## src/core/css_pkg.sv

```systemverilog
package css_pkg;
   // Register port geometry
   localparam int CSS_AW = 4;
   localparam int CSS_DW = 8;
   // Register offsets
   localparam logic [3:0] OFS_SYS_CLK_CTRL = 4'h0;
   localparam logic [3:0] OFS_FAST_RC_CTRL = 4'h1;
   localparam logic [3:0] OFS_SLOW_XTAL_CTRL = 4'h2;
   // system_clock_control fields
   localparam int SCC_DIV_LSB = 5;
   localparam int SCC_FHS_BIT = 3;
   localparam int SCC_FSS_BIT = 2;
   localparam int SCC_FAST_IDLE_BIT = 1;
   localparam int SCC_SLOW_IDLE_BIT = 0;
   // fast_rc_control fields
   localparam int FRC_FREQ_LSB = 0;
   // slow_crystal_control fields
   localparam int SXC_EN_BIT = 0;
   localparam int SXC_SPEEDUP_BIT = 1;
   localparam int SXC_PINS_BIT = 2;
   localparam int SXC_READY_BIT = 3;
   localparam int SXC_LOCK_BIT = 4;
   // Reset values
   localparam logic [7:0] SCC_RST = 8'h00;
   localparam logic [7:0] FRC_RST = 8'h00;
   localparam logic [7:0] SXC_RST = 8'h00;
   // Divider code that picks the slow path
   localparam logic [2:0] DIV_SLOW = 3'h7;
   // Fast RC frequency codes
   localparam logic [1:0] FRQ_8MHZ = 2'h0;
   localparam logic [1:0] FRQ_12MHZ = 2'h1;
   localparam logic [1:0] FRQ_16MHZ = 2'h2;
   // Slow crystal start-up, in crystal cycles
   localparam logic [11:0] SXC_START_SPEEDUP = 12'h100;
   localparam logic [11:0] SXC_START_LOWPOWER = 12'h800;

   typedef struct packed {
      logic run;
      logic use_slow;
      logic [2:0] div_code;
   } css_cfg_s;

   localparam css_cfg_s CFG_RST = '{run: 1'b1, use_slow: 1'b0, div_code: 3'h0};

   typedef enum logic [2:0] {
      MODE_RUN = 3'b001,
      MODE_IDLE = 3'b010,
      MODE_SLEEP = 3'b100
   } css_mode_e;
endpackage : css_pkg

```

## src/core/css_sync.sv

```systemverilog
`timescale 1ns/10ps
module css_sync
   import css_pkg::*;
#(
   parameter int W = 4
) (
   input wire logic ref_clk,
   input wire logic rst,
   input wire logic [W-1:0] async_in,
   output logic [W-1:0] sync_out
);
   logic [W-1:0] meta_q;
   logic [W-1:0] sync_q;

   // Two stages; only the second stage is read by anyone
   always_ff @(posedge ref_clk) begin
      if (rst) begin
         meta_q <= '0;
         sync_q <= '0;
      end else begin
         meta_q <= async_in;
         sync_q <= meta_q;
      end
   end

   assign sync_out = sync_q;
endmodule : css_sync

```

## src/core/css_clkgen.sv

```systemverilog
`timescale 1ns/10ps
module css_clkgen
   import css_pkg::*;
(
   input wire logic ref_clk,
   input wire logic rst,
   input wire logic fast_lvl,
   input wire logic slow_lvl,
   input css_cfg_s cfg,
   output logic clk_out,
   output logic switching
);
   css_cfg_s act_q;
   logic src;
   logic src_q;
   logic rise;
   logic take;
   logic follow;
   logic [5:0] cnt_q;
   logic clk_q;

   // Rising edges per half period, minus one
   function automatic logic [5:0] last_edge(input logic [2:0] code);
      last_edge = 6'((7'h01 << (code - 3'h1)) - 7'h01);
   endfunction : last_edge

   assign src = act_q.use_slow ? slow_lvl : fast_lvl;
   assign rise = src & ~src_q;
   assign take = !clk_q && (cfg != act_q);
   assign follow = act_q.use_slow || (act_q.div_code == 3'h0);
   assign switching = cfg != act_q;
   assign clk_out = clk_q;

   // New source or ratio only while the output is low; edge history is
   // forced high so a source caught mid-high phase cannot start a runt
   always_ff @(posedge ref_clk) begin
      if (rst) begin
         act_q <= CFG_RST;
         src_q <= 1'b1;
      end else if (take) begin
         act_q <= cfg;
         src_q <= 1'b1;
      end else begin
         src_q <= src;
      end
   end

   // Output phase: follow the source, or toggle every few source edges
   always_ff @(posedge ref_clk) begin
      if (rst) begin
         clk_q <= 1'b0;
         cnt_q <= 6'h00;
      end else if (take) begin
         cnt_q <= 6'h00;
      end else if (!act_q.run) begin
         clk_q <= 1'b0;
      end else if (follow) begin
         if (rise) begin
            clk_q <= 1'b1;
         end else if (!src) begin
            clk_q <= 1'b0;
         end
      end else if (rise) begin
         if (cnt_q == last_edge(act_q.div_code)) begin
            clk_q <= ~clk_q;
            cnt_q <= 6'h00;
         end else begin
            cnt_q <= cnt_q + 6'h01;
         end
      end
   end
endmodule : css_clkgen

```

## src/core/css_clock_select.sv

```systemverilog
// The implementer's own choices: the address map and the strobed register port.
`timescale 1ns/10ps
// Summary of operation
// - Divider select field picks fast or slow path and the divided frequency.
// - Low speed source select bit picks slow RC or slow crystal for sub clock.
// - High speed source select bit picks fast crystal or fast RC for high clock.
// - Exactly one fast and one slow oscillator are always selected.
// - After power-on the fast crystal is the clock source.
// - Fast RC runs at 8, 12 or 16 MHz.
// - Slow crystal starts on enable write of 1; usable after start-up delay.
// - Slow crystal mode bit: 0 low-power, 1 speed-up.
// - Mode changes ignored once slow crystal drives the system clock.
// - Slow crystal is valid in both modes; low-power starts slower.
// - Pin-share bit gives slow crystal pins to oscillator or general I/O.
// - Sleep or idle gates the system clock; an independent clock may run.
// - Slow oscillators also clock the watchdog and time base.
// - Fast path divides the high clock by 1 to 64 per divider field.
module css_clock_select
   import css_pkg::*;
#(
   parameter logic [11:0] START_SPEEDUP = SXC_START_SPEEDUP,
   parameter logic [11:0] START_LOWPOWER = SXC_START_LOWPOWER
) (
   input wire logic ref_clk,
   input wire logic rst,
   input wire logic [CSS_AW-1:0] reg_addr,
   input wire logic [CSS_DW-1:0] reg_wdata,
   input wire logic reg_wr,
   input wire logic reg_rd,
   output logic [CSS_DW-1:0] reg_rdata,
   input wire logic fast_crystal_osc,
   input wire logic fast_internal_rc,
   input wire logic slow_internal_rc,
   input wire logic slow_crystal_osc,
   input wire logic halt_req,
   input wire logic wake_req,
   output logic sys_clk,
   output logic clk_switching,
   output logic fast_crystal_run,
   output logic fast_rc_run,
   output logic [1:0] fast_rc_freq_sel,
   output logic slow_crystal_run,
   output logic slow_crystal_speedup,
   output logic slow_crystal_ready,
   output logic slow_crystal_pins_osc,
   output logic wdt_clk,
   output logic timebase_clk,
   output logic cpu_halted
);
   logic [2:0] div_q;
   logic fhs_q;
   logic fss_q;
   logic fast_idle_q;
   logic slow_idle_q;
   logic [1:0] frq_q;
   logic sxc_en_q;
   logic sxc_sp_q;
   logic sxc_pins_q;
   logic [11:0] sxc_cnt_q;
   logic sxc_ready_q;
   logic lxt_prev_q;
   logic wdt_q;
   logic tb_q;
   logic [CSS_DW-1:0] rdata_q;
   logic [CSS_DW-1:0] rd_mux;
   css_mode_e mode_q;
   css_mode_e mode_d;
   logic [3:0] osc_s;
   logic hxt_s;
   logic fast_internal_rc_s;
   logic slow_internal_rc_s;
   logic lxt_s;
   logic fast_lvl;
   logic sub_lvl;
   logic fast_run;
   logic sub_run;
   logic lock;
   logic [11:0] sxc_target;
   css_cfg_s cfg;
   logic fhs_use_q;
   logic fss_use_q;
   logic fast_ok_q;
   logic sub_ok_q;

   // Write strobe aimed at one register
   function automatic logic wr_hit(input logic wr, input logic [3:0] a,
                                   input logic [3:0] ofs);
      wr_hit = wr && (a == ofs);
   endfunction : wr_hit

   // Oscillator levels come from other clocks; sample through two stages
   css_sync #(.W(4)) u_sync (
      .ref_clk(ref_clk),
      .rst(rst),
      .async_in({fast_crystal_osc, fast_internal_rc, slow_internal_rc, slow_crystal_osc}),
      .sync_out(osc_s)
   );
   assign {hxt_s, fast_internal_rc_s, slow_internal_rc_s, lxt_s} = osc_s;

   // One of each pair is always chosen; a single bit cannot select none.
   // A newly chosen source stays masked low until it is itself seen low,
   // so the clock generator never sees a false edge at the handover
   assign fast_lvl = fast_ok_q & (fhs_use_q ? fast_internal_rc_s : hxt_s);
   assign sub_lvl = sub_ok_q & (fss_use_q ? lxt_s : slow_internal_rc_s);

   // Source bits reach the clock path only while clock and old source are low;
   // costs a few cycles per switch, and a disabled oscillator must rest low
   always_ff @(posedge ref_clk) begin
      if (rst) begin
         fhs_use_q <= SCC_RST[SCC_FHS_BIT];
         fss_use_q <= SCC_RST[SCC_FSS_BIT];
         fast_ok_q <= 1'b1;
         sub_ok_q <= 1'b1;
      end else begin
         if (fhs_use_q != fhs_q && !sys_clk && !fast_lvl) begin
            fhs_use_q <= fhs_q;
            fast_ok_q <= 1'b0;
         end else if (!(fhs_use_q ? fast_internal_rc_s : hxt_s)) begin
            fast_ok_q <= 1'b1;
         end
         if (fss_use_q != fss_q && !sys_clk && !sub_lvl) begin
            fss_use_q <= fss_q;
            sub_ok_q <= 1'b0;
         end else if (!(fss_use_q ? lxt_s : slow_internal_rc_s)) begin
            sub_ok_q <= 1'b1;
         end
      end
   end

   // Crystal mode frozen while the slow crystal feeds the system clock
   assign lock = (div_q == DIV_SLOW) && fss_q;

   // system_clock_control: power-on picks the fast crystal, undivided
   always_ff @(posedge ref_clk) begin
      if (rst) begin
         div_q <= SCC_RST[SCC_DIV_LSB+:3];
         fhs_q <= SCC_RST[SCC_FHS_BIT];
         fss_q <= SCC_RST[SCC_FSS_BIT];
         fast_idle_q <= SCC_RST[SCC_FAST_IDLE_BIT];
         slow_idle_q <= SCC_RST[SCC_SLOW_IDLE_BIT];
      end else if (wr_hit(reg_wr, reg_addr, OFS_SYS_CLK_CTRL)) begin
         div_q <= reg_wdata[SCC_DIV_LSB+:3];
         fhs_q <= reg_wdata[SCC_FHS_BIT];
         fss_q <= reg_wdata[SCC_FSS_BIT];
         fast_idle_q <= reg_wdata[SCC_FAST_IDLE_BIT];
         slow_idle_q <= reg_wdata[SCC_SLOW_IDLE_BIT];
      end
   end

   // fast_rc_control: the spare code is refused, last frequency kept
   always_ff @(posedge ref_clk) begin
      if (rst) begin
         frq_q <= FRC_RST[FRC_FREQ_LSB+:2];
      end else if (wr_hit(reg_wr, reg_addr, OFS_FAST_RC_CTRL) &&
                   reg_wdata[FRC_FREQ_LSB+:2] != 2'h3) begin
         frq_q <= reg_wdata[FRC_FREQ_LSB+:2];
      end
   end

   // slow_crystal_control: enable, mode and pin sharing
   always_ff @(posedge ref_clk) begin
      if (rst) begin
         sxc_en_q <= SXC_RST[SXC_EN_BIT];
         sxc_sp_q <= SXC_RST[SXC_SPEEDUP_BIT];
         sxc_pins_q <= SXC_RST[SXC_PINS_BIT];
      end else if (wr_hit(reg_wr, reg_addr, OFS_SLOW_XTAL_CTRL)) begin
         sxc_en_q <= reg_wdata[SXC_EN_BIT];
         sxc_pins_q <= reg_wdata[SXC_PINS_BIT];
         if (!lock) begin
            sxc_sp_q <= reg_wdata[SXC_SPEEDUP_BIT];
         end
      end
   end

   // Start-up delay counted in crystal cycles; low-power waits longer
   assign sxc_target = sxc_sp_q ? START_SPEEDUP : START_LOWPOWER;

   always_ff @(posedge ref_clk) begin
      if (rst) begin
         sxc_cnt_q <= 12'h000;
         sxc_ready_q <= 1'b0;
         lxt_prev_q <= 1'b0;
      end else begin
         lxt_prev_q <= lxt_s;
         if (!sxc_en_q) begin
            sxc_cnt_q <= 12'h000;
            sxc_ready_q <= 1'b0;
         end else if (lxt_s && !lxt_prev_q && !sxc_ready_q) begin
            if (sxc_cnt_q >= sxc_target - 12'h001) begin
               sxc_ready_q <= 1'b1;
            end
            sxc_cnt_q <= sxc_cnt_q + 12'h001;
         end
      end
   end

   // Halt enters idle if either idle enable is set, otherwise sleep
   always_comb begin
      mode_d = mode_q;
      unique case (mode_q)
         MODE_RUN: begin
            if (halt_req) begin
               mode_d = (fast_idle_q || slow_idle_q) ? MODE_IDLE : MODE_SLEEP;
            end
         end
         MODE_IDLE: begin
            if (wake_req) begin
               mode_d = MODE_RUN;
            end
         end
         MODE_SLEEP: begin
            if (wake_req) begin
               mode_d = MODE_RUN;
            end
         end
         default: mode_d = MODE_RUN;
      endcase
   end

   always_ff @(posedge ref_clk) begin
      if (rst) begin
         mode_q <= MODE_RUN;
      end else begin
         mode_q <= mode_d;
      end
   end

   // Oscillator enables follow the mode and the idle enables
   assign fast_run = (mode_q == MODE_RUN) || ((mode_q == MODE_IDLE) && fast_idle_q);
   assign sub_run = (mode_q == MODE_RUN) || ((mode_q == MODE_IDLE) && slow_idle_q);

   // System clock generator; it waits for a low phase before switching
   assign cfg = '{run: (mode_q == MODE_RUN),
                  use_slow: (div_q == DIV_SLOW),
                  div_code: div_q};

   css_clkgen u_clkgen (
      .ref_clk(ref_clk),
      .rst(rst),
      .fast_lvl(fast_lvl),
      .slow_lvl(sub_lvl),
      .cfg(cfg),
      .clk_out(sys_clk),
      .switching(clk_switching)
   );

   // Watchdog keeps the slow RC even in sleep; time base uses the sub clock
   always_ff @(posedge ref_clk) begin
      if (rst) begin
         wdt_q <= 1'b0;
         tb_q <= 1'b0;
      end else begin
         wdt_q <= slow_internal_rc_s;
         tb_q <= sub_run & sub_lvl;
      end
   end

   // Register read view
   always_comb begin
      rd_mux = 8'h00;
      unique case (reg_addr)
         OFS_SYS_CLK_CTRL: begin
            rd_mux[SCC_DIV_LSB+:3] = div_q;
            rd_mux[SCC_FHS_BIT] = fhs_q;
            rd_mux[SCC_FSS_BIT] = fss_q;
            rd_mux[SCC_FAST_IDLE_BIT] = fast_idle_q;
            rd_mux[SCC_SLOW_IDLE_BIT] = slow_idle_q;
         end
         OFS_FAST_RC_CTRL: rd_mux[FRC_FREQ_LSB+:2] = frq_q;
         OFS_SLOW_XTAL_CTRL: begin
            rd_mux[SXC_EN_BIT] = sxc_en_q;
            rd_mux[SXC_SPEEDUP_BIT] = sxc_sp_q;
            rd_mux[SXC_PINS_BIT] = sxc_pins_q;
            rd_mux[SXC_READY_BIT] = sxc_ready_q;
            rd_mux[SXC_LOCK_BIT] = lock;
         end
         default: rd_mux = 8'h00;
      endcase
   end

   // Read data valid only in the cycle after the strobe, zero otherwise
   always_ff @(posedge ref_clk) begin
      if (rst) begin
         rdata_q <= 8'h00;
      end else begin
         rdata_q <= reg_rd ? rd_mux : 8'h00;
      end
   end

   // Output drive
   assign reg_rdata = rdata_q;
   assign fast_crystal_run = fast_run && !fhs_q;
   assign fast_rc_run = fast_run && fhs_q;
   assign fast_rc_freq_sel = frq_q;
   assign slow_crystal_run = sxc_en_q;
   assign slow_crystal_speedup = sxc_sp_q;
   assign slow_crystal_ready = sxc_ready_q;
   assign slow_crystal_pins_osc = sxc_pins_q;
   assign wdt_clk = wdt_q;
   assign timebase_clk = tb_q;
   assign cpu_halted = mode_q != MODE_RUN;
endmodule : css_clock_select

```

## config.mk

```make
export PLATFORM = sky130hd
export DESIGN_NAME = css_clock_select
export DESIGN_NICKNAME = d
export VERILOG_FILES = /design/src/core/css_pkg.sv /design/src/core/css_sync.sv /design/src/core/css_clkgen.sv /design/src/core/css_clock_select.sv
export SDC_FILE = /design/constraint.sdc
export NUM_CORES = 1
export LEC_CHECK = 0
export BUFFER_PORTS_ARGS = -buffer_cell sky130_fd_sc_hd__buf_2
export CELL_PAD_IN_SITES_DETAIL_PLACEMENT = 0
export CELL_PAD_IN_SITES_GLOBAL_PLACEMENT = 1
export CORE_MARGIN = 5
export CORE_UTILIZATION = 43
export DETAILED_ROUTE_END_ITERATION = 8
export GPL_ROUTABILITY_DRIVEN = 1
export HOLD_SLACK_MARGIN = 0.15
export PLACE_DENSITY = 0.8
export SYNTH_ARGS = -nofsm -noshare
export SYNTH_HDL_FRONTEND = slang
export SYNTH_HIERARCHICAL = 1
export SYNTH_SLANG_ARGS = --single-unit
export TNS_END_PERCENT = 5
```

## constraint.sdc

```tcl
create_clock -name ref_clk -period 3.1 [get_ports ref_clk]
set_clock_uncertainty 0.15 [all_clocks]
set_input_delay 0.62 -clock ref_clk [delete_from_list [all_inputs] [get_ports ref_clk]]
set_output_delay 0.62 -clock ref_clk [all_outputs]
set_load 0.005 [all_outputs]
```

Word level (Yosys, flattened, before mapping)
Cells that the tools add are included.
Operators by class
  bitwise gates (word level): 13
  add/subtract/negate cells: 5
  mux-type cells: 21
  reduce and logical (&&, ||, !) cells: 39
  equal/unequal tests: 19
  shifts and indexed selects: 1
  order comparisons: 1
Operators with widths (number)
  1-bit logical AND: 16
  1-bit 2-to-1 mux: 13
  12-bit by 1-bit adder with 12-bit output, second input constant: 1
  12-bit greater-or-equal comparator: 1
  12-bit 2-to-1 mux: 1
  12-bit by 1-bit subtractor with 12-bit output, second input constant: 1
  3-bit 2-to-1 mux: 3
  3-bit != test, second input constant: 3
  1-bit NOT: 9
  2-bit OR reduction: 4
  6-bit by 1-bit adder with 6-bit output, second input constant: 1
  3-bit == test, second input constant: 2
  6-bit == test: 1
  1-bit logical NOT: 6
  6-bit 2-to-1 mux: 1
  2-bit != test, second input constant: 3
  2-bit one-hot mux with 3 select lines: 1
  3-bit one-hot mux with 2 select lines: 1
  2-bit AND reduction: 3
  3-bit OR reduction: 2
  1-bit by 3-bit << shifter with 6-bit output, first input constant: 1
  6-bit by 1-bit subtractor with 6-bit output, second input constant: 1
  5-bit != test: 1
  1-bit bitwise AND: 4
  other kinds (14): 19
Word-level totals
  output and inout port bits: 21
  bits of input ports: 22
  bits in registers: 64

Logic depth before layout (Yosys ltp)
  depth in word-level cells: 8
  mapped depth: 12

By module
The synthesis kept the hierarchy.
By module, submodules not included
  css_clock_select: area each 2049.5 um2, instances 1, cells each 224, seq. area each 860.8 um2
  css_clkgen: area each 907.1 um2, instances 1, cells each 115, seq. area each 260.2 um2
  css_sync: area each 210.2 um2, instances 1, cells each 16, seq. area each 160.2 um2

Worst setup path before layout
Ideal clock, no wire load.
  path kind: reg2reg
  start point: reg u_clkgen/act_q[1] in the netlist's numbering
  end point: reg u_clkgen.clk_q, in the netlist u_clkgen/clk_out
  path buffers: 2
  required time: 2829 ps
  data arrival time: 2447 ps
  setup time: 121 ps
  stages on the path, launching flop included: 13
  slack: 382 ps
  cell sequence: dfxtp_1 > buf_2 > nor2_1 > ha_1 > buf_6 > nand2_1 > ha_1 > or2b_1 > o21ai_1 > o21a_1 > o2111ai_4 > a22oi_2 > mux2_4
Between the ends
  word-level cells in the longest chain between the ends: 6
  elaborated cells on any way between the ends: 14
Ends and longest elaborated chain
  start, declared: RTL line css_clkgen.sv:13  | css_cfg_s act_q;
  start signal, assigned: RTL line css_clkgen.sv:41  | act_q <= cfg;
  3-bit by 1-bit subtractor with 3-bit output: RTL line css_clkgen.sv:24  | last_edge = 6'((7'h01 << (code - 3'h1)) - 7'h01);
  1-bit by 3-bit << shifter with 6-bit output: RTL line css_clkgen.sv:24
  6-bit by 1-bit subtractor with 6-bit output: RTL line css_clkgen.sv:24
  6-bit == test: RTL line css_clkgen.sv:64  | if (cnt_q == last_edge(act_q.div_code)) begin
  3-bit != test (no source line)
  4-bit AND reduction (no source line)
  end signal, assigned: RTL line css_clkgen.sv:65  | clk_q <= ~clk_q;
  end, declared: RTL line css_clkgen.sv:20  | logic clk_q;
Several ways; a longest one is shown, not always the timed one.
A chain may end at the register's enable or synchronous reset.

Worst setup path in the final report
Ends and elaborated chain as after synthesis.

==> flow_results.org <==
** Status
- The flow ran to the end, and the final reports show no timing, DRC or antenna violations.

** Pwr
- Worst supply voltage drop on vdd :: 0.2297 mV
- P per Cell Area :: 436.5 nW/um^2
- In this run the static leakage power is about 1.3 nW.

** Logic synthesis
- Synthesis Warnings :: 6
- Portion of the post-synthesis area used by sequential elements :: 40.46%
- Post-synthesis cell area :: 3167 um^2
- Of the total synthesized cell area, the portion taken by AND, OR, NAND and NOR gates is 28.09%.
- Number of different library cells in the post-synthesis netlist :: 62
- Register bit count reported by yosys :: 64
- In this run, synthesis inferred 0 flip-flops with an integrated enable.
- Most common cell in the synthesized netlist :: sky130_fd_sc_hd__dfxtp_1
- Xor-xnor portion of the synthesized cell area :: 3.595%
- The synthesized netlist devotes between 10 and 15% of its cell area to compound gates.
- By area, the combinational part of the netlist is dominated by simple AND/OR/NAND/NOR gates.
- Async S/R FF share, synth :: 0%
- Average footprint of a synthesized cell :: 8.921 um^2
- Share of Yosys cell area claimed by the top area cell type :: between 40% and 50%
- Ranked by instance count, the synthesized netlist is headed by sky130_fd_sc_hd__dfxtp_1 (64), sky130_fd_sc_hd__nand2_1 (30), sky130_fd_sc_hd__a21oi_1 (24).
- For this run, the leading register cell type out of synthesis is sky130_fd_sc_hd__dfxtp_1.
- Synthesized instance count :: 355
- Synthesis produced a netlist with a net count of 384.
- Sorting the synthesized cells by area gives the leading types as sky130_fd_sc_hd__dfxtp_1 (40%), sky130_fd_sc_hd__mux2i_1 (5.1%), sky130_fd_sc_hd__a21oi_1 (3.8%).
- Adder and majority gate portion of the synthesized area :: 2.766%
- Measured against the total synthesized area, the mux share comes to under 10%.
- Area leader, netlist :: sky130_fd_sc_hd__dfxtp_1

** Timing
- Number of max-slew violations in the final report :: 0
- Shortest clock period the worst path allows after layout :: around 2.8 ns
- Ratio of final minimum period to clock period :: 89.86%
- The total count of hold-check failures in the final report came to 0.
- At the pin with the least slew margin, the transition time is 0.6920 ns.
- Timing would allow up to 359.0 MHz.
- Setup repair after global routing missed its margin :: false
- Setup violations remaining at the end of the flow were counted as 0.
- Headroom to the max-slew limit :: 53.77%
- Summed over all failing endpoints, the final setup total negative slack is 0 ns.

** Detailed routing
- For this run, design rule violations remaining after detail routing come to 0.
- For this run, the detailed router's first-pass iteration total came to 4.
- Dividing the detail-routed via count by the number of cells gives 5.281.
- Routed wire per std cell :: 13.42 um
- In this run the remaining antenna-violating nets after routing total 0.
- Total via count after detailed routing :: 2614
- Final Routed Wirelength :: 6643 um
- In this run, the number of DRC markers left after iteration 0 of detailed routing was 80.

** Finish
- 0 antenna diodes ended up in the layout.
- Area taken by multi-input logic gates :: 1749 um^2
- Final design area excluding fillers :: 3588 um^2
- Area growth from synthesis to layout :: 13.31%
- Seq. cell area :: between 1000 and 1500 um^2
- Net count of the finished layout :: 423
- The filler cells instantiated in the layout total between 700 and 800.
- Fraction of layout cells with a size suffix above 1 :: 18.43%
- Finished Layout Cells :: approximately 500

** CTS
- Clock tree synthesis selected as its root buffer the cell sky130_fd_sc_hd__clkbuf_8.
- Setup Fix Bufs, Post-CTS :: 0
- In this run, CTS created clock tree buffers numbering 9.
- No sink is reached through more buffers than the 2 on the longest clock path.
- Clock latency on the worst-skew pair, taken at its later pin, is 0.33 ns.
- Clock-pin slew was measured on the worst setup and hold paths at 0.07 ns.
- CTS HTree Levels :: 3
- Post-CTS Resized :: 0
- CTS tree :: yes
- The clock drives 64 sinks.
- CTS Hold Buffers Added :: 0

** Die
- Full die area :: 9181 um^2
- Die outline height :: ~96 um
- Starting density of the core :: 43.90%
- Die Width :: 95.82 um
- Std cell rows :: 31
- Placeable core region :: 7214 um^2
- Num ports :: 43

** Placed design
- Instance area at placement :: about 3400 um^2
- The HPWL after detailed placement is 4742 um.
- Input and output buffers added on the ports amount to 41.
- Including well taps, the total number of placed cells is 482.
- Routability-driven placement finished with a final weighted congestion of 0.7668.

** Hold path
- The path class of the tightest hold or removal check is register to register.

** Critical path
- In this run the worst path has a maximum fanout of 10.
- For the worst setup path, the data required time is around 3.2 ns.
- Kind of capture point of the worst setup path :: register
- The worst setup path is launched from a register.
- The critical path is of the register to register type.
- Slowest stage cell, crit path :: sky130_fd_sc_hd__dfxtp_2
- The largest single stage delay on the critical path is about 0.42 ns.
- Data arrives at the worst endpoint at 2.85 ns.
- Among the stages of the critical path, the cell type that occurs most often is sky130_fd_sc_hd__ha_1.
- Walking the worst path, the cells encountered are nor2_1 > ha_1 > nand2_1 > ha_1 > or2b_1 > o21ai_1 > o21a_1 > o2111ai_4 > a22oi_2 > mux2_4.

** Global routing
- Via count of the first global-routing pass :: 2416
- Global-route wire length before repair :: 11130 um
- The number of antenna violations at the first check in global routing is 0.
- Overall Global Routing Usage :: about 16%
- GRT overflow :: 0
- Maximum number of pins on one net before global-route repair :: 20

** Flow run
- Max-cap violations :: 0
registers in the layout (all words and copies together), names as in the netlist, 2 cells and up:
name / cells
u_sync/sync_out: 4
u_clkgen/cnt_q: 6
sxc_cnt_q: 12
reg_rdata: 8
fast_rc_freq_sel: 2
div_q: 3
mode_q: 3
u_clkgen/act_q: 5
u_sync/meta_q: 4
layout by cell type, fill, tap and decap left out, types with 3 or more instances in the layout:
cell type and count:
sky130_fd_sc_hd__nand2b_1 7, sky130_fd_sc_hd__o21ai_0 16, sky130_fd_sc_hd__nand4_1 3, sky130_fd_sc_hd__a211oi_1 4, sky130_fd_sc_hd__buf_2 41, sky130_fd_sc_hd__and2_1 4, sky130_fd_sc_hd__dfxtp_1 63, sky130_fd_sc_hd__nand3_1 20
sky130_fd_sc_hd__inv_1 11, sky130_fd_sc_hd__nor4_1 3, sky130_fd_sc_hd__xnor2_1 9, sky130_fd_sc_hd__nor2_1 21, sky130_fd_sc_hd__nor4bb_1 3, sky130_fd_sc_hd__nand2_1 30, sky130_fd_sc_hd__a31oi_1 6, sky130_fd_sc_hd__ha_1 7
sky130_fd_sc_hd__xor2_1 4, sky130_fd_sc_hd__or3b_2 4, sky130_fd_sc_hd__a21oi_1 24, sky130_fd_sc_hd__or4_1 3, sky130_fd_sc_hd__clkbuf_8 11, sky130_fd_sc_hd__nor3_1 11, sky130_fd_sc_hd__mux2i_1 16, sky130_fd_sc_hd__nor3b_1 3
sky130_fd_sc_hd__nand3b_1 4, sky130_fd_sc_hd__nor2b_1 18, sky130_fd_sc_hd__buf_4 3
cells by family (layout without fill, tap and decap cells):
family,Yosys count,in the layout
simple gates,154,154
compound gates,71,71
flops,64,64
buf+inv,28,69
mux,18,18
xor+xnor,13,13
fa+ha+maj,7,7
path summary, 6_finish.rpt:
check                         start                 end  slack [ns]  depth (start not counted)
setup / recovery  u_clkgen/act_q[1]    u_clkgen/clk_out        0.31                         10
hold / removal     u_sync/meta_q[1]  u_sync/sync_out[1]        0.29                          1
setup reg to reg  u_clkgen/act_q[1]    u_clkgen/clk_out        0.31                         10
hold reg to reg    u_sync/meta_q[1]  u_sync/sync_out[1]        0.29                          1
where the power goes:
part | switching (mW) | internal, mW
Clock | 0.292 | 0.320
Sequential | 0.0148 | 0.836
Combinational | 0.0572 | 0.0466
Total | 0.364 | 1.20
through the flow:
step                utilization, %  hold slack (ns)  worst slack [ns]  power, mW
floorplan                        -           0.2638            0.3817     0.9334
global placement             47.50           0.2849            0.2953     0.9730
detailed placement           47.50           0.2801            0.2431     0.9742
CTS                          49.72           0.3026            0.2217      1.593
global route                 49.74           0.3269            0.1145      1.640
finish                       49.74           0.2937            0.3143      1.566
per-layer routing:
metal  routed length, um  vias up  global-route usage (%)
met5                   0        -                       0
met4                  67        0                   4.976
met3                 261        6                   4.848
met2                3056       35                   24.96
met1                3258     1228                   20.01
li1                    -     1345                       -
critical path, delay by kind of cell (launching register included):
| family | cells | cell delay (ns) |
|---|---|---|
| multiplexers | 1 | 0.31 |
| AND/OR/NAND/NOR | 3 | 0.40 |
| adder cells (fa/ha/maj) | 2 | 0.56 |
| flip-flops | 1 | 0.42 |
| AO/OA/AOI/OAI | 4 | 0.82 |
layout make-up:
| cell class | instances | area share [%] |
|---|---|---|
| clock buffers | 12 | 4.324 |
| inverters | 12 | 1.255 |
| clock inverters | 1 | 0.1395 |
| well taps | 99 | 3.452 |
| flip-flops and latches | 64 | 35.74 |
| multi-input cells | 263 | 48.74 |
| repair buffers | 44 | 6.346 |
(Power assumes the default switching activity.)
